<file path="src/design/ssm_consts.svh">
// constants for the sync supervision monitor
`ifndef SSM_CONSTS_SVH
`define SSM_CONSTS_SVH

// ----------------------------------------
// timing
// ----------------------------------------
`define SSM_CLK_MHZ 200
`define SSM_TOL_NS 2000
`define SSM_TOL_CYC ((`SSM_TOL_NS * `SSM_CLK_MHZ) / 1000)

// ----------------------------------------
// network state encoding and reset values
// ----------------------------------------
`define SSM_NET_OP 4'h8
`define SSM_WARN_RST 1'h0
`define SSM_CNT_RST 8'h00

`endif

</file>
<file path="src/design/ssm_pkg.sv">
// types shared by the sync supervision monitor
package ssm_pkg;
	typedef enum logic [1:0] {
		SSM_IDLE,
		SSM_ARMED
	} ssm_meter_st_t;
endpackage : ssm_pkg

</file>
<file path="src/design/ssm_monitor.sv">
// sync supervision monitor top: warnings for the synchronous link
`timescale 1ns/1ps
`default_nettype none
`include "ssm_consts.svh"

// Behaviour
// [RULE1] sync lost warning when sync events turn abnormal while link is running
// [RULE2] period within 2us of nominal is not a fault
// [RULE3] tolerate allowed_sync_loss_count misses; warn only once allowance is exceeded
// [RULE4] measured period of zero means master sync clock absent
// [RULE5] leaving OP while servo enabled raises sync lost warning
// [RULE6] entering OP, sync cycle must be integer multiple of scheduling cycle
// [RULE7] scheduling cycle is product of two factory factors
// [RULE8] cycle error beyond threshold from allowed_sync_loss_count raises error warning
// [RULE9] missing slave description file raises its warning
// [RULE10] master sends valid, integer multiple, low jitter sync events
// [RULE11] period counted in local cycles; warnings latched until reset or clear
module ssm_monitor
	import ssm_pkg::*;
#(
	parameter int W = 24,
	parameter int FW = 8,
	parameter int CW = 8
) (
	input wire logic clk_i,
	input wire logic reset_i,
	input wire logic sync_event_i,
	input wire logic [3:0] net_state_i,
	input wire logic servo_enabled_i,
	input wire logic [W-1:0] nominal_period_i,
	input wire logic [FW-1:0] sched_factor_a_i,
	input wire logic [FW-1:0] sched_factor_b_i,
	input wire logic [CW-1:0] allowed_sync_loss_count_i,
	input wire logic slave_description_file_i,
	input wire logic clear_warnings_i,
	output logic sync_lost_warning_o,
	output logic description_file_missing_warning_o,
	output logic sync_cycle_setting_warning_o,
	output logic sync_cycle_error_warning_o,
	output logic [W-1:0] measured_period_o,
	output logic [CW-1:0] miss_count_o
);
	localparam logic [W-1:0] TOL_CYC = W'(`SSM_TOL_CYC);

	typedef struct packed {
		logic sync_lost;
		logic desc_missing;
		logic setting;
		logic cyc_err;
		logic was_op;
		logic [CW-1:0] miss;
	} ssm_state_t;

	ssm_state_t q_reg, q_next;

	logic [W-1:0] period;
	logic period_valid;
	logic timeout;
	logic [W-1:0] limit;
	logic [W-1:0] dev;
	logic [W-1:0] err_thr;
	logic [2*FW-1:0] sched_cyc;
	logic running;
	logic entered_op;
	logic left_op;
	logic abnormal;
	logic good;
	logic loss_over;
	logic set_lost;
	logic set_setting;
	logic set_err;
	logic set_desc;

	// ----------------------------------------
	// period measurement
	// ----------------------------------------
	ssm_period_meter #(
		.W(W)
	) u_meter (
		.clk_i(clk_i),
		.reset_i(reset_i),
		.sync_event_i(sync_event_i),
		.limit_i(limit),
		.period_o(period),
		.period_valid_o(period_valid),
		.timeout_o(timeout)
	);

	// ----------------------------------------
	// derived quantities
	// ----------------------------------------
	// timeout window: one nominal cycle plus tolerance
	assign limit = nominal_period_i + TOL_CYC;
	// distance of the measured period from nominal
	assign dev = (period >= nominal_period_i) ? period - nominal_period_i
		: nominal_period_i - period;
	// error threshold scales with the loss allowance
	assign err_thr = W'(TOL_CYC * (W'(allowed_sync_loss_count_i) + 1'b1)); // see [RULE8]
	assign sched_cyc = sched_factor_a_i * sched_factor_b_i; // see [RULE7]
	assign running = (net_state_i == `SSM_NET_OP);
	assign entered_op = running && !q_reg.was_op;
	assign left_op = !running && q_reg.was_op;

	// ----------------------------------------
	// event classification
	// ----------------------------------------
	// zero period or deviation beyond tolerance counts as a miss
	assign good = period_valid && (dev <= TOL_CYC); // see [RULE2]
	assign abnormal = timeout || (period_valid && (dev > TOL_CYC)); // see [RULE4]
	assign loss_over = abnormal && ({1'b0, q_reg.miss} + 1'b1 > {1'b0, allowed_sync_loss_count_i});

	// ----------------------------------------
	// warning set terms
	// ----------------------------------------
	always_comb begin
		set_lost = (running && loss_over); // see [RULE1] see [RULE3]
		if (left_op && servo_enabled_i) begin
			set_lost = 1'b1; // see [RULE5]
		end
		set_setting = 1'b0;
		if (entered_op) begin
			if (sched_cyc == '0) begin
				set_setting = 1'b1;
			end else if ((nominal_period_i % W'(sched_cyc)) != '0) begin
				set_setting = 1'b1; // see [RULE6]
			end
		end
		set_err = period_valid && (dev > err_thr); // see [RULE8]
		set_desc = !slave_description_file_i; // see [RULE9]
	end

	// ----------------------------------------
	// next state: set wins over software clear
	// ----------------------------------------
	always_comb begin
		q_next = q_reg;
		q_next.was_op = running;
		q_next.sync_lost = (q_reg.sync_lost && !clear_warnings_i) || set_lost; // see [RULE11]
		q_next.setting = (q_reg.setting && !clear_warnings_i) || set_setting; // see [RULE11]
		q_next.cyc_err = (q_reg.cyc_err && !clear_warnings_i) || set_err; // see [RULE11]
		q_next.desc_missing = (q_reg.desc_missing && !clear_warnings_i) || set_desc;
		if (!running || good) begin
			q_next.miss = '0;
		end else if (abnormal && q_reg.miss != '1) begin
			q_next.miss = q_reg.miss + 1'b1; // see [RULE3]
		end
	end

	// state register
	always_ff @(posedge clk_i) begin
		if (reset_i) begin
			q_reg <= '{sync_lost: `SSM_WARN_RST, desc_missing: `SSM_WARN_RST,
				setting: `SSM_WARN_RST, cyc_err: `SSM_WARN_RST, was_op: 1'b0,
				miss: CW'(`SSM_CNT_RST)};
		end else begin
			q_reg <= q_next;
		end
	end

	// ----------------------------------------
	// outputs
	// ----------------------------------------
	assign sync_lost_warning_o = q_reg.sync_lost;
	assign description_file_missing_warning_o = q_reg.desc_missing;
	assign sync_cycle_setting_warning_o = q_reg.setting;
	assign sync_cycle_error_warning_o = q_reg.cyc_err;
	assign measured_period_o = period;
	assign miss_count_o = q_reg.miss;

	// ----------------------------------------
	// checks
	// ----------------------------------------
	a_lost_on_loss: assert property (@(posedge clk_i) disable iff (reset_i) // see [RULE1]
		running && timeout && (q_reg.miss >= allowed_sync_loss_count_i)
		|=> sync_lost_warning_o) else $error("sync lost not raised after allowance");

	a_tol_no_miss: assert property (@(posedge clk_i) disable iff (reset_i) // see [RULE2]
		period_valid && dev <= TOL_CYC |=> miss_count_o == '0)
		else $error("period within tolerance counted as miss");

	a_allow_quiet: assert property (@(posedge clk_i) disable iff (reset_i) // see [RULE3]
		!sync_lost_warning_o && running && !left_op && timeout
		&& ({1'b0, q_reg.miss} + 1'b1 <= {1'b0, allowed_sync_loss_count_i})
		|=> !sync_lost_warning_o) else $error("sync lost raised within allowance");

	a_miss_count: assert property (@(posedge clk_i) disable iff (reset_i) // see [RULE4]
		running && timeout && q_reg.miss != '1
		|=> miss_count_o == $past(q_reg.miss) + 1'b1) else $error("zero period not counted");

	a_left_op: assert property (@(posedge clk_i) disable iff (reset_i) // see [RULE5]
		running ##1 !running && servo_enabled_i |=> sync_lost_warning_o)
		else $error("leaving op while enabled not flagged");

	a_bad_multiple: assert property (@(posedge clk_i) disable iff (reset_i) // see [RULE6]
		entered_op && sched_cyc != '0 && (nominal_period_i % W'(sched_cyc)) != '0
		|=> sync_cycle_setting_warning_o) else $error("bad cycle setting not flagged");

	a_good_multiple: assert property (@(posedge clk_i) disable iff (reset_i) // see [RULE7]
		!sync_cycle_setting_warning_o && entered_op && sched_cyc != '0
		&& (nominal_period_i % W'(sched_cyc)) == '0
		|=> !sync_cycle_setting_warning_o) else $error("good cycle setting flagged");

	a_cycle_err: assert property (@(posedge clk_i) disable iff (reset_i) // see [RULE8]
		period_valid && dev > err_thr |=> sync_cycle_error_warning_o)
		else $error("cycle error warning missing");

	a_desc_file: assert property (@(posedge clk_i) disable iff (reset_i) // see [RULE9]
		!slave_description_file_i |=> description_file_missing_warning_o)
		else $error("description file warning missing");

	a_latched: assert property (@(posedge clk_i) disable iff (reset_i) // see [RULE11]
		sync_lost_warning_o && !clear_warnings_i |=> sync_lost_warning_o)
		else $error("warning dropped without clear");
endmodule : ssm_monitor

`default_nettype wire

</file>
<file path="src/design/ssm_period_meter.sv">
// period meter for the incoming synchronization events
`timescale 1ns/1ps
`default_nettype none
`include "ssm_consts.svh"

module ssm_period_meter
	import ssm_pkg::*;
#(
	parameter int W = 24
) (
	input wire logic clk_i,
	input wire logic reset_i,
	input wire logic sync_event_i,
	input wire logic [W-1:0] limit_i,
	output logic [W-1:0] period_o,
	output logic period_valid_o,
	output logic timeout_o
);
	typedef struct packed {
		ssm_meter_st_t st;
		logic [W-1:0] cnt;
		logic [W-1:0] period;
		logic valid;
		logic tmo;
	} ssm_meter_t;

	ssm_meter_t q_reg, q_next;

	// ----------------------------------------
	// interval counting between events
	// ----------------------------------------
	always_comb begin
		q_next = q_reg;
		q_next.valid = 1'b0;
		q_next.tmo = 1'b0;
		q_next.cnt = q_reg.cnt + 1'b1; // see [RULE11]
		case (q_reg.st)
			SSM_IDLE: begin
				if (sync_event_i) begin
					q_next.st = SSM_ARMED;
					q_next.cnt = {{(W-1){1'b0}}, 1'b1};
				end else if (q_reg.cnt >= limit_i) begin
					q_next.tmo = 1'b1;
					q_next.period = '0; // see [RULE4]
					q_next.cnt = '0;
				end
			end
			default: begin
				if (sync_event_i) begin
					q_next.period = q_reg.cnt; // see [RULE11]
					q_next.valid = 1'b1;
					q_next.cnt = {{(W-1){1'b0}}, 1'b1};
				end else if (q_reg.cnt >= limit_i) begin
					q_next.tmo = 1'b1; // absent clock reads as zero
					q_next.period = '0; // see [RULE4]
					q_next.cnt = '0;
					q_next.st = SSM_IDLE;
				end
			end
		endcase
	end

	// registers
	always_ff @(posedge clk_i) begin
		if (reset_i) begin
			q_reg <= '{st: SSM_IDLE, cnt: '0, period: '0, valid: 1'b0, tmo: 1'b0};
		end else begin
			q_reg <= q_next;
		end
	end

	assign period_o = q_reg.period;
	assign period_valid_o = q_reg.valid;
	assign timeout_o = q_reg.tmo;

	a_zero_on_tmo: assert property (@(posedge clk_i) disable iff (reset_i) // see [RULE4]
		!sync_event_i && q_reg.cnt >= limit_i |=> timeout_o && period_o == '0)
		else $error("period not zero on timeout");
endmodule : ssm_period_meter

`default_nettype wire

</file>
<file path="config.mk">
export PLATFORM = sky130hd
export DESIGN_NAME = ssm_monitor
export DESIGN_NICKNAME = d
export VERILOG_FILES = /design/src/design/ssm_pkg.sv /design/src/design/ssm_monitor.sv /design/src/design/ssm_period_meter.sv
export VERILOG_INCLUDE_DIRS = /design/src /design/src/design
export SDC_FILE = /design/constraint.sdc
export NUM_CORES = 1
export LEC_CHECK = 0
export BUFFER_PORTS_ARGS = -buffer_cell sky130_fd_sc_hd__buf_2
export CORE_ASPECT_RATIO = 1.5
export CORE_MARGIN = 2
export CORE_UTILIZATION = 35
export CTS_BUF_LIST = sky130_fd_sc_hd__clkbuf_4 sky130_fd_sc_hd__clkbuf_8
export CTS_CLUSTER_SIZE = 10
export DETAILED_ROUTE_END_ITERATION = 10
export GPL_TIMING_DRIVEN = 1
export HOLD_SLACK_MARGIN = 0.12
export PLACE_DENSITY = 0.5
export SYNTH_ARGS = -nofsm -noshare
export SYNTH_HDL_FRONTEND = slang
export SYNTH_HIERARCHICAL = 1
export SYNTH_SLANG_ARGS = --single-unit
</file>
<file path="constraint.sdc">
create_clock -name clk_i -period 188.4 [get_ports clk_i]
set_input_delay 9.42 -clock clk_i [delete_from_list [all_inputs] [get_ports clk_i]]
set_output_delay 9.42 -clock clk_i [all_outputs]
set_load 0.02 [all_outputs]
</file>
==> flow_summary.json <==
{
  "status": "complete, no violations",
  "hold_path.class": "flip-flop to flip-flop",
  "synth-edff-count": 0,
  "clock_sinks": 64,
  "worst_pin_slew_ps": 1130,
  "hold_end": "description_file_missing_warning_o",
  "cap_viol_max_count": 0,
  "grt_pass1_vias": 25000,
  "io_pins": 94,
  "yosysWarnings": 6,
  "nFillCells": 7461,
  "critical_path_class": "input port to flip-flop",
  "hold_slack_ps": 474,
  "drt-total-wl_um": 85800,
  "ys_async_sr_fraction_pct": 0,
  "syn_to_final_growth_pct": 5.55,
  "synth_area_leader_cell": "ha_1",
  "fin_util_pct": 37.3,
  "r2r_cells": 25,
  "critPathTopFamily": "compound AO/OA/AOI/OAI gates",
  "ant_nets": 0,
  "grt_pass1_wl_um": 135000,
  "rsz0062_at_grt": "false",
  "dieArea_um2": 73000,
  "start_util_pct": 35.4,
  "synthFlopType": "dfxtp_1",
  "yosysTopAreaCellShare_pct": 21.6,
  "die_w_um": 221,
  "seq_area_um2": 1280,
  "wl_per_cell_um": 20.1,
  "drt_iter0_drc": 1274,
  "yosysUniqueCellTypes": 116,
  "root_buffer": "clkbuf_8",
  "yosysSeqAreaShare_pct": 5.17,
  "synth_seq_cells": 64,
  "start_kind": "input port",
  "slowest_delay_ps": 790,
  "drive_gt1_share_pct": 9.99,
  "synth_nets": 3870,
  "worstHoldStart": "description_file_missing_warning_o",
  "drc": 0,
  "netlist_instances": 3343,
  "antenna_found_initial": 3,
  "slowest_stage": "nor2_1",
  "worst_path_most_repeated_cell": "o21a_1",
  "place.gp.congestion": 0.936,
  "crit_buf_inv": 13,
  "port_buffers": 93,
  "fin_crit_ps": 78030,
  "hold_violations": 0,
  "finalSetupViolCount": 0,
  "coreArea_um2": 70100,
  "netlist_area_um2": 24800,
  "cts.clk_slew.worst_paths_ps": 90,
  "cp.arrival_ps": 78300,
  "cts-resized-gates": 0,
  "finalNetCount": 3875,
  "cts_buffers": 9,
  "critical_path.max_fanout": 29,
  "final_max_slew_viol_count": 0,
  "netlist_top_cells_area": "ha_1, dfxtp_1, xnor2_1",
  "max_slew_margin_pct": 24.7,
  "gr-usage-all-layers_pct": 23.0,
  "cts_hold_buf": 0,
  "r2r_end": "miss_count_o[6]",
  "largest_reg_flops": 25,
  "critPathRequiredTime_ps": 188670,
  "post_cts_buffers": 0,
  "min_path_cells": 2,
  "grt-ovfl-total": 0,
  "routed_via_density": 5.81,
  "avgSynthCellArea_um2": 7.42,
  "drt_pass1_iterations": 5,
  "clk_latency_ps": 390,
  "cts_tree": "done",
  "setup_tns_ps": 0,
  "end_kind": "flip-flop",
  "place_area_um2": 26000,
  "max_freq_ghz": 0.0128,
  "period_share_pct": 41.4,
  "grt_max_degree": 36,
  "die-height_um": 330,
  "num_vias": 24800,
  "hpwl_um": 70600,
  "rr_startpoint": "u_meter/period_o[1]",
  "row_count": 119,
  "clock_skew_ps": 23.2,
  "htreeDepth": 3,
  "clockBufferDepth": 2,
  "rrSetupSlack_ps": 181060,
  "stdcell_area_um2": 26200,
  "multiInputGateArea_um2": 22000
}
-- worst min-delay path: cells and delay by family, from the launching register on --
| kind | cells | cell delay (ps) |
|---|---|---|
| compound gates | 1 | 50 |
| flops | 1 | 320 |
| simple gates | 1 | 60 |
-- through the flow --
| step | cells | setup slack, ps |
|---|---|---|
| 4_1_cts | 4260 | 111050 |
| 3_3_place_gp | 4244 | 111440 |
| 3_5_place_dp | 4244 | 110860 |
| 5_1_grt | 4261 | 104750 |
| 6_report | 4261 | 110370 |
| 2_1_floorplan | 3343 | 119210 |
-- layer usage --
layer	vias to the layer above	global-route usage [%]	share of wire, %
met1	11700	25.0	40
met3	197	1.55	2.9
met2	570	45.0	52
li1	12300	-	-
met4	0	10.7	4.8
met5	-	0	0
-- how the worst max path moves through the flow --
| stage | cells past startpoint | from | slack [ps] | endpoint |
|---|---|---|---|---|
| 2_1_floorplan | 281 | sched_factor_b_i[7] | 119210 | sync_cycle_setting_warning_o |
| 3_3_place_gp | 269 | sched_factor_a_i[3] | 111440 | sync_cycle_setting_warning_o |
| 3_5_place_dp | 268 | sched_factor_a_i[3] | 110860 | sync_cycle_setting_warning_o |
| 4_1_cts | 268 | sched_factor_a_i[3] | 111050 | sync_cycle_setting_warning_o |
| 5_1_grt | 274 | sched_factor_a_i[3] | 104750 | sync_cycle_setting_warning_o |
| 6_report | 268 | sched_factor_a_i[3] | 110370 | sync_cycle_setting_warning_o |
-- cells in the final DEF (no fill, tap or decap), types with 41 or more instances in the layout --
cell / Yosys / routed
a21o_1: 113 / 113
a21oi_1: 229 / 229
and2_1: 81 / 81
buf_2: 8 / 93
dfxtp_1: 64 / 64
fa_1: 41 / 41
ha_1: 428 / 428
inv_1: 226 / 226
mux2_2: 99 / 99
nand2_1: 235 / 235
nand3_1: 77 / 77
nand4_1: 56 / 56
nor2_1: 317 / 316
nor3_1: 124 / 124
o21a_1: 110 / 110
o21ai_0: 125 / 125
xnor2_1: 141 / 140
xor2_1: 97 / 96
-- cell families (layout without fill, tap and decap cells) --
logic type | Yosys count | in the layout | share of synthesized area (%)
compound gates | 972 | 972 | 27.4
xor+xnor | 238 | 238 | 8.41
fa+ha+maj | 470 | 470 | 25.0
buf+inv | 357 | 367 | 6.22
flops | 64 | 64 | 5.17
mux | 123 | 123 | 5.56
other cells | 0 | 1 | 0
simple gates | 1119 | 1119 | 22.3
-- cell usage after synthesis (all sizes together) (57+ instances only) --
cell type / count
xor2: 97
nand2: 236
nor3: 126
inv: 227
o21a: 111
nor2: 318
xnor2: 141
and2: 81
buf: 57
clkbuf: 73
nand3: 80
a21oi: 235
o21ai: 135
dfxtp: 64
mux2: 102
nand4: 57
a21o: 113
ha: 428
-- layout make-up --
class                   instances  area share (%)
multi-input cells            2922            84.1
well taps                     907            4.34
clock inverters                 7           0.273
flip-flops and latches         64            4.90
repair buffers                124            2.67
clock buffers                   9           0.473
inverters                     227            3.26
diodes                          1         0.00956
Power is not shown: default switching activity piles up to over one toggle a cycle in this logic, so the estimate is an artifact.
